File: src/include/sasc_pkg.sv
// constants, types and the contract of the sensor front-end serial control block
// Contract
// RULE1: master pulses clock once before first start
// RULE2: first access is reset; device accepts it
// RULE3: slave only, standard and fast rates
// RULE4: start, address, zero-two data bytes, stop
// RULE5: start is data falling while clock high
// RULE6: matching address acknowledged by data low
// RULE7: fixed slave address is 0x67
// RULE8: address bit 0 selects write or read
// RULE9: byte after address ack is register number
// RULE10: up to two parameter bytes, each acknowledged
// RULE11: stop is data rising while clock high
// RULE12: master returns clock high when done
// RULE13: channel 1 active after power-up
// RULE14: sub-addresses 0x10-0x1F select the channel
// RULE15: per-channel offsets, only active one applied
// RULE16: eight amplifier gain codes via serial writes
// RULE17: regulator selectable between 3 V and 2.65 V
// RULE18: option turns regulator off during sleep
// RULE19: current-sense mode routes regulator current out
// RULE20: sleep powers analog down, serial stays alive
// RULE21: sub-address 0x06 plus byte sets gain
// RULE22: 0x20-0x2F plus two bytes set offset
// RULE23: regulator defaults to 3 V at power-up
// RULE24: unassigned sub-addresses change nothing
// RULE25: reads return addressed register, msb first
// RULE26: reset command restores all power-up defaults
package sasc_pkg;

  // ****************************************
  // bus framing
  // ****************************************
  localparam logic [6:0] SLAVE_ADDR    = 7'h67;
  localparam logic [3:0] BYTE_BITS     = 4'h8;

  // ****************************************
  // sub-addresses
  // ****************************************
  localparam logic [7:0] SUB_RESET     = 8'h01;
  localparam logic [7:0] SUB_SLEEP     = 8'h02;
  localparam logic [7:0] SUB_WAKE      = 8'h03;
  localparam logic [7:0] SUB_REG_CFG   = 8'h04;
  localparam logic [7:0] SUB_ISENSE    = 8'h05;
  localparam logic [7:0] SUB_GAIN      = 8'h06;
  localparam logic [3:0] SUB_CH_NIB    = 4'h1;
  localparam logic [3:0] SUB_OFF_NIB   = 4'h2;

  // ****************************************
  // field positions
  // ****************************************
  localparam int         REG_LOW_BIT   = 0;
  localparam int         REG_SLEEP_BIT = 1;
  localparam int         ISENSE_BIT    = 0;
  localparam int         OFF_SIGN_BIT  = 10;

  // ****************************************
  // values after reset
  // ****************************************
  localparam logic [3:0]  RST_CHANNEL  = 4'h0;
  localparam logic [2:0]  RST_GAIN     = 3'h0;
  localparam logic [10:0] RST_OFFSET   = 11'h000;
  localparam logic        RST_REG_LOW  = 1'b0;
  localparam logic        RST_REG_OFF  = 1'b0;
  localparam logic        RST_ISENSE   = 1'b0;
  localparam logic        RST_SLEEP    = 1'b0;

  typedef enum logic [2:0] {ST_IDLE, ST_RX, ST_ACK, ST_TX, ST_MACK, ST_WAIT} sasc_state_t;
  typedef enum logic [1:0] {PH_ADDR, PH_SUB, PH_PARAM} sasc_phase_t;

  function automatic logic sasc_is_offset(input logic [7:0] sub);
    return sub[7:4] == SUB_OFF_NIB;
  endfunction

endpackage

File: src/include/sasc_pins_if.sv
// synchronised data line level and bus events passed from the receiver to the controller
`timescale 1ns/10ps
interface sasc_pins_if;
  logic scl_rise;
  logic scl_fall;
  logic start;
  logic stop;
  logic sda_s;
  modport rx   (output scl_rise, output scl_fall, output start, output stop, output sda_s);
  modport ctrl (input scl_rise, input scl_fall, input start, input stop, input sda_s);
endinterface

File: src/verilog/sasc_bit_rx.sv
// line synchroniser and start, stop and clock edge detector
`timescale 1ns/10ps
module sasc_bit_rx
  import sasc_pkg::*;
(
  input  wire logic ref_clk,
  input  wire logic rst_n,
  input  wire logic ce,
  input  wire logic scl_in,
  input  wire logic sda_in,
  sasc_pins_if.rx   pins
);

  logic [1:0] scl_sync;
  logic [1:0] sda_sync;
  logic       scl_d;
  logic       sda_d;

  // ****************************************
  // synchronisers
  // ****************************************
  // RULE12: idle lines assumed high
  always_ff @(posedge ref_clk) begin
    if (!rst_n) begin
      scl_sync <= 2'h3;
      sda_sync <= 2'h3;
      scl_d    <= 1'b1;
      sda_d    <= 1'b1;
    end else if (ce) begin
      scl_sync <= {scl_sync[0], scl_in};
      sda_sync <= {sda_sync[0], sda_in};
      scl_d    <= scl_sync[1];
      sda_d    <= sda_sync[1];
    end
  end

  // ****************************************
  // events
  // ****************************************
  // RULE3: oversampling covers both bit rates
  assign pins.scl_rise = scl_sync[1] & ~scl_d;
  assign pins.scl_fall = ~scl_sync[1] & scl_d;
  // RULE5: data falls while clock high
  assign pins.start    = scl_sync[1] & scl_d & sda_d & ~sda_sync[1];
  // RULE11: data rises while clock high
  assign pins.stop     = scl_sync[1] & scl_d & ~sda_d & sda_sync[1];
  assign pins.sda_s    = sda_sync[1];

endmodule // sasc_bit_rx

File: src/verilog/sasc_serial_ctrl.sv
// two-wire slave controlling channel, gain, offsets, regulator and sleep
`timescale 1ns/10ps
module sasc_serial_ctrl
  import sasc_pkg::*;
(
  input  wire logic        ref_clk,
  input  wire logic        rst_n,
  input  wire logic        ce,
  input  wire logic        scl_in,
  input  wire logic        sda_in,
  output logic             sda_out,
  output logic             sda_oe,
  output logic [3:0]       active_channel,
  output logic [2:0]       programmable_gain_amp_code,
  output logic [10:0]      active_offset,
  output logic             bridge_supply_regulator_low,
  output logic             bridge_supply_regulator_sleep_off,
  output logic             bridge_supply_regulator_en,
  output logic             current_sense_sel,
  output logic             analog_power_down,
  output logic             init_done
);

  sasc_pins_if pins ();

  sasc_bit_rx u_rx (
    .ref_clk (ref_clk),
    .rst_n   (rst_n),
    .ce      (ce),
    .scl_in  (scl_in),
    .sda_in  (sda_in),
    .pins    (pins.rx)
  );

  sasc_state_t state;
  sasc_phase_t phase;
  logic [3:0]  bit_cnt;
  logic [7:0]  shift;
  logic [7:0]  tx_sh;
  logic        rw;
  logic [7:0]  sub;
  logic [1:0]  param_idx;
  logic [7:0]  pbuf;
  logic [1:0]  rd_idx;
  logic        mack;
  logic [10:0] offset_mem [16];
  logic [7:0]  rd_byte;
  logic [1:0]  rd_sel;
  logic        byte_done;
  logic        addr_hit;
  logic        sub_done;
  logic        par_done;
  logic        reset_cmd;

  // ****************************************
  // byte events
  // ****************************************
  assign byte_done = ce && state == ST_RX && bit_cnt == BYTE_BITS && pins.scl_fall
                     && !pins.start && !pins.stop;
  // RULE7: fixed address compare
  assign addr_hit  = shift[7:1] == SLAVE_ADDR;
  // RULE9: byte after address is the register number
  assign sub_done  = byte_done && phase == PH_SUB;
  assign par_done  = byte_done && phase == PH_PARAM;
  // RULE2: reset command accepted at any time, first included
  assign reset_cmd = sub_done && shift == SUB_RESET;

  // ****************************************
  // read data selection
  // ****************************************
  assign rd_sel = (state == ST_MACK) ? ((rd_idx == 2'h3) ? rd_idx : rd_idx + 2'h1) : 2'h0;

  // RULE25: contents of last addressed register
  always_comb begin
    rd_byte = 8'h00;
    if (sub[7:4] == SUB_CH_NIB && rd_sel == 2'h0) begin
      rd_byte = {4'h0, active_channel};
    end else if (sub == SUB_GAIN && rd_sel == 2'h0) begin
      rd_byte = {5'h00, programmable_gain_amp_code};
    end else if (sub == SUB_REG_CFG && rd_sel == 2'h0) begin
      rd_byte = {6'h00, bridge_supply_regulator_sleep_off, bridge_supply_regulator_low};
    end else if (sub == SUB_ISENSE && rd_sel == 2'h0) begin
      rd_byte = {7'h00, current_sense_sel};
    end else if (sasc_is_offset(sub) && rd_sel == 2'h0) begin
      rd_byte = {5'h00, offset_mem[sub[3:0]][10:8]};
    end else if (sasc_is_offset(sub) && rd_sel == 2'h1) begin
      rd_byte = offset_mem[sub[3:0]][7:0];
    end
  end

  // ****************************************
  // protocol state machine
  // ****************************************
  // RULE4: start, address, data bytes, stop
  always_ff @(posedge ref_clk) begin
    if (!rst_n) begin
      state   <= ST_IDLE;
      phase   <= PH_ADDR;
      bit_cnt <= 4'h0;
      shift   <= 8'h00;
      tx_sh   <= 8'h00;
      sda_oe  <= 1'b0;
      rd_idx  <= 2'h0;
      mack    <= 1'b0;
    end else if (ce) begin
      if (pins.start) begin
        state   <= ST_RX;
        phase   <= PH_ADDR;
        bit_cnt <= 4'h0;
        sda_oe  <= 1'b0;
      end else if (pins.stop) begin
        state  <= ST_IDLE;
        sda_oe <= 1'b0;
      end else begin
        case (state)
          ST_RX: begin
            if (pins.scl_rise && bit_cnt != BYTE_BITS) begin
              shift   <= {shift[6:0], pins.sda_s};
              bit_cnt <= bit_cnt + 4'h1;
            end else if (pins.scl_fall && bit_cnt == BYTE_BITS) begin
              // RULE6: ack only a matching address
              if (phase == PH_ADDR && !addr_hit) begin
                state <= ST_WAIT;
              end else begin
                // RULE10: every written byte acknowledged
                state  <= ST_ACK;
                sda_oe <= 1'b1;
              end
            end
          end
          ST_ACK: begin
            if (pins.scl_fall) begin
              // RULE8: read direction goes to transmit
              if (phase == PH_ADDR && rw) begin
                state   <= ST_TX;
                tx_sh   <= rd_byte;
                sda_oe  <= !rd_byte[7];
                bit_cnt <= 4'h1;
                rd_idx  <= 2'h0;
              end else begin
                state   <= ST_RX;
                phase   <= (phase == PH_ADDR) ? PH_SUB : PH_PARAM;
                sda_oe  <= 1'b0;
                bit_cnt <= 4'h0;
              end
            end
          end
          ST_TX: begin
            if (pins.scl_fall) begin
              if (bit_cnt == BYTE_BITS) begin
                state  <= ST_MACK;
                sda_oe <= 1'b0;
              end else begin
                tx_sh   <= {tx_sh[6:0], 1'b0};
                sda_oe  <= !tx_sh[6];
                bit_cnt <= bit_cnt + 4'h1;
              end
            end
          end
          ST_MACK: begin
            if (pins.scl_rise) begin
              mack <= !pins.sda_s;
            end else if (pins.scl_fall) begin
              // RULE25: continue on ack, stop on not-ack
              if (mack) begin
                state   <= ST_TX;
                tx_sh   <= rd_byte;
                sda_oe  <= !rd_byte[7];
                bit_cnt <= 4'h1;
                rd_idx  <= rd_sel;
              end else begin
                state <= ST_WAIT;
              end
            end
          end
          ST_IDLE, ST_WAIT: begin
            sda_oe <= 1'b0;
          end
          default: begin
            state  <= ST_IDLE;
            sda_oe <= 1'b0;
          end
        endcase
      end
    end
  end

  // ****************************************
  // address, sub-address and parameter capture
  // ****************************************
  always_ff @(posedge ref_clk) begin
    if (!rst_n) begin
      rw        <= 1'b0;
      sub       <= 8'h00;
      param_idx <= 2'h0;
      pbuf      <= 8'h00;
    end else if (ce) begin
      if (byte_done && phase == PH_ADDR && addr_hit) begin
        rw <= shift[0];
      end
      if (sub_done) begin
        sub       <= shift;
        param_idx <= 2'h0;
      end else if (par_done) begin
        pbuf      <= shift;
        param_idx <= (param_idx == 2'h3) ? param_idx : param_idx + 2'h1;
      end
    end
  end

  // ****************************************
  // configuration
  // ****************************************
  // RULE13: channel 1 after power-up
  // RULE23: regulator 3 V after power-up
  always_ff @(posedge ref_clk) begin
    if (!rst_n) begin
      active_channel                    <= RST_CHANNEL;
      programmable_gain_amp_code        <= RST_GAIN;
      bridge_supply_regulator_low       <= RST_REG_LOW;
      bridge_supply_regulator_sleep_off <= RST_REG_OFF;
      current_sense_sel                 <= RST_ISENSE;
      analog_power_down                 <= RST_SLEEP;
      init_done                         <= 1'b0;
    end else if (ce) begin
      // RULE26: reset command restores defaults
      if (reset_cmd) begin
        active_channel                    <= RST_CHANNEL;
        programmable_gain_amp_code        <= RST_GAIN;
        bridge_supply_regulator_low       <= RST_REG_LOW;
        bridge_supply_regulator_sleep_off <= RST_REG_OFF;
        current_sense_sel                 <= RST_ISENSE;
        analog_power_down                 <= RST_SLEEP;
        init_done                         <= 1'b1;
      end else if (sub_done) begin
        // RULE14: channel select needs no parameter
        // RULE24: unassigned numbers fall through
        if (shift[7:4] == SUB_CH_NIB) begin
          active_channel <= shift[3:0];
        end else if (shift == SUB_SLEEP) begin
          // RULE20: analog down, serial stays alive
          analog_power_down <= 1'b1;
        end else if (shift == SUB_WAKE) begin
          analog_power_down <= 1'b0;
        end
      end else if (par_done && param_idx == 2'h0) begin
        // RULE21: gain code in low three bits
        // RULE16: eight gain codes
        if (sub == SUB_GAIN) begin
          programmable_gain_amp_code <= shift[2:0];
        end else if (sub == SUB_REG_CFG) begin
          // RULE17: 3 V or 2.65 V
          bridge_supply_regulator_low       <= shift[REG_LOW_BIT];
          bridge_supply_regulator_sleep_off <= shift[REG_SLEEP_BIT];
        end else if (sub == SUB_ISENSE) begin
          // RULE19: current sense selector
          current_sense_sel <= shift[ISENSE_BIT];
        end
      end
    end
  end

  // ****************************************
  // offset store
  // ****************************************
  // RULE22: sign and magnitude, high byte first
  always_ff @(posedge ref_clk) begin
    if (!rst_n || (ce && reset_cmd)) begin
      for (int i = 0; i < 16; i++) begin
        offset_mem[i] <= RST_OFFSET;
      end
    end else if (ce && par_done && param_idx == 2'h1 && sasc_is_offset(sub)) begin
      offset_mem[sub[3:0]] <= {pbuf[2:0], shift};
    end
  end

  // ****************************************
  // analog controls
  // ****************************************
  always_ff @(posedge ref_clk) begin
    if (!rst_n) begin
      active_offset              <= RST_OFFSET;
      bridge_supply_regulator_en <= 1'b1;
      sda_out                    <= 1'b0;
    end else if (ce) begin
      // RULE15: only the active channel offset applies
      active_offset              <= offset_mem[active_channel];
      // RULE18: optional regulator off in sleep
      bridge_supply_regulator_en <= !(analog_power_down && bridge_supply_regulator_sleep_off);
      sda_out                    <= 1'b0;
    end
  end

  // ****************************************
  // assertions
  // ****************************************
  start_enter_a: assert property ( // RULE5
    @(posedge ref_clk) disable iff (!rst_n)
    ce && pins.start |=> state == ST_RX && phase == PH_ADDR && bit_cnt == 4'h0 && !sda_oe)
    else $error("start did not open an address byte");

  stop_idle_a: assert property ( // RULE11
    @(posedge ref_clk) disable iff (!rst_n)
    ce && pins.stop && !pins.start |=> state == ST_IDLE && !sda_oe)
    else $error("stop did not return to idle");

  addr_ack_a: assert property ( // RULE6
    @(posedge ref_clk) disable iff (!rst_n)
    byte_done && phase == PH_ADDR |=> sda_oe == ($past(shift[7:1]) == SLAVE_ADDR))
    else $error("address acknowledge wrong");

  ack_hold_a: assert property ( // RULE10
    @(posedge ref_clk) disable iff (!rst_n)
    ce && state == ST_ACK && !pins.scl_fall && !pins.start && !pins.stop |=> sda_oe)
    else $error("acknowledge released early");

  chan_sel_a: assert property ( // RULE14
    @(posedge ref_clk) disable iff (!rst_n)
    sub_done && shift[7:4] == 4'h1 |=> active_channel == $past(shift[3:0]))
    else $error("channel select not applied");

  gain_set_a: assert property ( // RULE21
    @(posedge ref_clk) disable iff (!rst_n)
    par_done && param_idx == 2'h0 && sub == 8'h06 |=>
      programmable_gain_amp_code == $past(shift[2:0]))
    else $error("gain not applied");

  offset_apply_a: assert property ( // RULE15
    @(posedge ref_clk) disable iff (!rst_n)
    ce ##1 ce |-> active_offset == $past(offset_mem[active_channel]))
    else $error("active offset does not follow channel");

  reg_sleep_a: assert property ( // RULE18
    @(posedge ref_clk) disable iff (!rst_n)
    ce && analog_power_down && bridge_supply_regulator_sleep_off |=> !bridge_supply_regulator_en)
    else $error("regulator on in sleep");

  reset_cmd_a: assert property ( // RULE26
    @(posedge ref_clk) disable iff (!rst_n)
    reset_cmd |=> active_channel == 4'h0 && programmable_gain_amp_code == 3'h0 &&
                  !bridge_supply_regulator_low && !analog_power_down && init_done)
    else $error("reset command left state");

  unmapped_a: assert property ( // RULE24
    @(posedge ref_clk) disable iff (!rst_n)
    sub_done && shift == 8'h00 |=> $stable(active_channel) && $stable(analog_power_down) &&
                                   $stable(programmable_gain_amp_code))
    else $error("unassigned sub-address changed state");

  tx_msb_a: assert property ( // RULE25
    @(posedge ref_clk) disable iff (!rst_n)
    state == ST_TX |-> sda_oe == !tx_sh[7])
    else $error("read bit not driven from shifter msb");

  addr_ack_c: cover property (@(posedge ref_clk) disable iff (!rst_n)
    byte_done && phase == PH_ADDR && addr_hit);
  chan_sel_c: cover property (@(posedge ref_clk) disable iff (!rst_n)
    sub_done && shift[7:4] == SUB_CH_NIB);
  offset_wr_c: cover property (@(posedge ref_clk) disable iff (!rst_n)
    par_done && param_idx == 2'h1 && sasc_is_offset(sub));
  read_nack_c: cover property (@(posedge ref_clk) disable iff (!rst_n)
    ce && state == ST_MACK && pins.scl_fall && !mack);

endmodule // sasc_serial_ctrl
File: config.mk
export PLATFORM = sky130hd
export DESIGN_NAME = sasc_serial_ctrl
export DESIGN_NICKNAME = d
export VERILOG_FILES = /design/src/include/sasc_pkg.sv /design/src/include/sasc_pins_if.sv /design/src/verilog/sasc_bit_rx.sv /design/src/verilog/sasc_serial_ctrl.sv
export SDC_FILE = /design/constraint.sdc
export NUM_CORES = 1
export LEC_CHECK = 0
export BUFFER_PORTS_ARGS = -buffer_cell sky130_fd_sc_hd__buf_2
export CORE_MARGIN = 10
export CORE_UTILIZATION = 47
export CTS_BUF_LIST = sky130_fd_sc_hd__clkbuf_4
export DETAILED_ROUTE_END_ITERATION = 7
export PLACE_DENSITY_LB_ADDON = 0.1
export SYNTH_ARGS = -nofsm -noshare
export SYNTH_HDL_FRONTEND = slang
export SYNTH_SLANG_ARGS = --single-unit
File: constraint.sdc
create_clock -name ref_clk -period 7.95 [get_ports ref_clk]
set_clock_uncertainty 0.1 [all_clocks]
set_input_delay 1.59 -clock ref_clk [delete_from_list [all_inputs] [get_ports ref_clk]]
set_output_delay 1.59 -clock ref_clk [all_outputs]
set_load 0.005 [all_outputs]
# After elaboration in Yosys (flattened, before gate mapping)
# Memories as Yosys holds them, arrays and structs flattened. A register that Yosys moved wholly into a read port is not among the register bits.
# Index checks and enable logic that the tools add are counted.
# classes
n_addsub	3
mul	0
n_div	0
order_cmp	0
n_eq_ne	54
shifts	0
mux	106
n_bitwise	14
reduce_logical	73
# op_table
operator	n
4-bit 2-to-1 mux	15
7-bit 2-to-1 mux	7
8-bit 2-to-1 mux	6
3-bit 2-to-1 mux	15
1-bit 2-to-1 mux	40
4-bit inequality test (second input constant)	9
2-bit 2-to-1 mux	17
9-bit AND reduction	3
1-bit logical AND	26
2-bit inequality test (second input constant)	13
8-bit by 3-bit equality test with 1-bit output (second input constant)	3
3-bit inequality test (second input constant)	7
7-bit case mux with 3 select lines	1
5-bit AND reduction	4
2-bit nonzero test	10
8-bit by 2-bit equality test with 1-bit output (second input constant)	2
4-bit case mux with 4 select lines	1
3-bit case mux with 5 select lines	1
11-bit 2-to-1 mux	1
11-bit AND reduction	1
11-bit OR reduction	1
10-bit AND reduction	1
1-bit zero test	9
3-bit AND reduction	3
other kinds (28)	54
# word_totals
regBits	61
latchBits	0
ram_bits	176
romBits	0
out_inout_bits	26
memories	1
# mem_list
memory	words	width	rd	rd_ports_with_merged_regs	write_ports	line	text
offset_mem	16	11	2	2	16	sasc_serial_ctrl.sv:46	logic [10:0] offset_mem [16];

# Logic depth before layout (Yosys ltp)
# depth
depth_word	18
ltp_mapped	9

# By module
# A second synthesis with hierarchy kept.
# unflattened
cells_unflattened	1018
hier_area_um2	13122.6
# by_module_without_submodules
module	instances	cells_per_inst	area_each_um2	seq_area_each_um2
sasc_serial_ctrl	1	994	12863.6	6686.4
sasc_bit_rx	1	24	259.0	120.1

# Least setup slack after synthesis
# OpenSTA, ideal clock, no wires.
# synth_path
path_type	input port to flip-flop
startpoint	input ce
endpoint	memory offset_mem[11][0] (enable)
arrival_ns	3.986
required_time_ns	7.456
setup_slack_ns	3.469
stages	7
n_path_buf	2
path_cell_list	clkbuf_1 -> nand3b_1 -> nor4_4 -> and4_1 -> nand3_1 -> buf_4 -> o21ai_0
# synth_lines
element	line	text
start, declared	sasc_serial_ctrl.sv:8	input wire logic ce,
end, declared	sasc_serial_ctrl.sv:46	

==> metrics.csv <==
stage,metric,value,unit
placed_design,dp_hpwl,24.55,mm
layout,seq_area,6814,µm²
placed_design,gp_congestion,0.8695,
synth,ys_warn_count,0,
layout,num-fill-cells,2473,
critical_path,required,8.15,ns
synth,async_flop_share,0,%
global_routing,grt_pass1_vias,8624,
synth,ys_ff_latch,252,
clock_tree,post_cts_resize_count,0,
clock_tree,cts_tree,done,
detailed_routing,via_count,8757,
critical_path,critPathKind,in -> reg,
synth,postSynthAreaPerCell,13.06,µm²
synth,ys_seq_area_share,52.02,%
critical_path,cp_max_fo,26,
global_routing,grt_pass1_wl,56.08,mm
synth,synth_area_leaders,"edfxtp_1 (40%), mux4_2 (17%), dfxtp_1 (12%)",
global_routing,grt_max_degree,56,
sta,fin_crit,5.330,ns
global_routing,antenna_found_initial,4,
synth,synth_ff_type,edfxtp_1,
layout,synthToLayoutAreaGrowth,10.88,%
floorplan,io_pins,31,
floorplan,row_count,61,
layout,multi_input_area,5877,µm²
sta,relSlewSlack,19.19,%
sta,tns,0,ns
global_routing,grt_use_total,21.29,%
placed_design,dpl_cell_area,13530,µm²
layout,postLayoutCellArea,14510,µm²
floorplan,die_w,186.9,µm
floorplan,core_area,27630,µm²
synth,netlist_instances,1002,
synth,synthTopCellsByCount,"edfxtp_1 (176), and2_1 (163), mux4_2 (101)",
floorplan,dieArea,34910,µm²
job,drv_cap,0,
layout,final_util,52.51,%
detailed_routing,drc,0,
placed_design,place_ws,1.969,ns
placed_design,placedCellCount,1347,
clock_tree,clock-sinks,252,
clock_tree,cts_buffers,73,
global_routing,overflow,0,
detailed_routing,wire_per_inst,25.37,µm
clock_tree,cts_buffer_depth,3,
power,p_leak,4.899,nW
layout,drive_gt1_share,27.82,%
power,p_total,2.876,mW
clock_tree,postCtsHoldBufs,0,
detailed_routing,vias_per_cell,5.917,
synth,syn-cell-area,13090,µm²
clock_tree,htree_levels,3,
worst_hold_path,hold_path_class,reg -> reg,
sta,finalSetupViolations,0,
synth,yosysTopAreaCell,edfxtp_1,
sta,worstMarginPinSlew,1.182,ns
floorplan,die_y,186.9,µm
sta,whs,0.3699,ns
floorplan,initial_utilization,47.36,%
synth,synth_edf_count,176,
synth,synth_top_cell_area_share,40.39,%
sta,rsz0062_at_grt,false,
synth,synth.most_common_cell,edfxtp_1,
sta,fmax,187.6,MHz
synth,synth.distinct_cells,63,
synth,syn-num-nets,1012,
critical_path,critPathLaunchType,primary input,
clock_tree,cts_root_buffer,clkbuf_4,
clock_tree,cts_setup_buffers,0,
detailed_routing,final_antenna_net_count,0,
clock_tree,clk_latency,0.69,ns
detailed_routing,drtIter0Drc,837,
critical_path,critPathCaptureType,flop,
layout,num-nets-final,1054,
status,outcome,finished clean,
critical_path,critPathArrivalTime,5.53,ns
power,peakVddDrop,116.9,µV
sta,post-route-worst-setup-slack,2.620,ns
clock_tree,path_clk_slew,0.06,ns
sta,final-max-slew-violation-count,0,
sta,finalHoldViolations,0,
power,power-per-cell-area,198.2,nW/µm²
layout,final_cell_count_no_fill,1480,
sta,finalCritPeriodShare,67.05,%
detailed_routing,drtPass1Iterations,5,
placed_design,io_buffer_count,29,
detailed_routing,drt_wl_total,37.55,mm
[per-layer routing]
metal  share of wire (%)  global-route usage, %
met5               0.035                      0
met1                  42                  27.69
met2                  48                  33.77
met4                 2.2                  6.359
met3                 8.2                  6.376
[cell type report]
class	instances	share of cell area (%)
antenna	2	0.03449
clock buffer	120	6.209
clock inverter	11	0.4743
inverter	12	0.3105
multi-input combinational	652	40.51
sequential	252	46.96
tap	378	3.260
timing repair buffer	53	2.242
[logic make-up (layout without fill, tap and decap cells)]
logic type	after synthesis	after routing	synth area share [%]
simple gates	380	380	17.07
compound gates	102	102	5.030
flops	252	252	52.02
mux	164	164	22.24
buf+inv	98	196	3.136
other cells	1	3	0.02866
fa+ha+maj	5	5	0.4781
[where the power goes]
part | switching [mW] | total [mW] | internal, mW
combinational | 0.0684 | 0.122 | 0.0532
sequential | 0.0345 | 1.49 | 1.45
clock | 0.558 | 1.27 | 0.710
[flip-flops by register name (all words and copies together) (netlist names), 2 cells and up, named ones only]
name and flops:
bit_cnt 4, pbuf 3, sub 8, tx_sh 7, state 3, active_offset 11, rd_idx 2, programmable_gain_amp_code 3
phase 2, active_channel 4, u_rx.scl_sync 2, param_idx 2, u_rx.sda_sync 2, shift 8, offset_mem 176
[path summary, 6_finish.rpt]
kind | start | endpoint | slack (ns) | cells after the start
setup reg to reg | state[0]$_SDFFE_PN0P_ | offset_mem[1][4]$_SDFFCE_PN0P_ | 3.50 | 6
hold reg to reg | init_done$_SDFFE_PN0P_ | init_done$_SDFFE_PN0P_ | 0.37 | 2
setup / recovery | ce | offset_mem[1][4]$_SDFFCE_PN0P_ | 2.62 | 7
hold / removal | init_done$_SDFFE_PN0P_ | init_done$_SDFFE_PN0P_ | 0.37 | 2
[worst max-delay path, stage by stage]
cell and delay [ns]:
buf_2 0.57, nand3b_1 0.44, nor4_4 0.68, and4_1 0.38, nand3b_1 0.48, nor3_1 0.86
nand2b_1 0.52
[cells in the final DEF, fill, tap and decap left out, types with 13 or more instances in the layout]
cell,Yosys,final
and2_1,163,163
a21oi_1,23,23
nor2b_1,13,13
edfxtp_1,176,176
nor2_1,62,62
nor3_1,21,21
nand2_1,30,30
mux2i_1,59,59
clkbuf_4,0,120
mux4_2,101,101
buf_2,19,29
o21ai_0,29,17
nand3_1,18,18
buf_4,5,24
dfxtp_1,76,72
nand2b_1,17,17
Note: power is estimated with default switching activity, not from simulation.
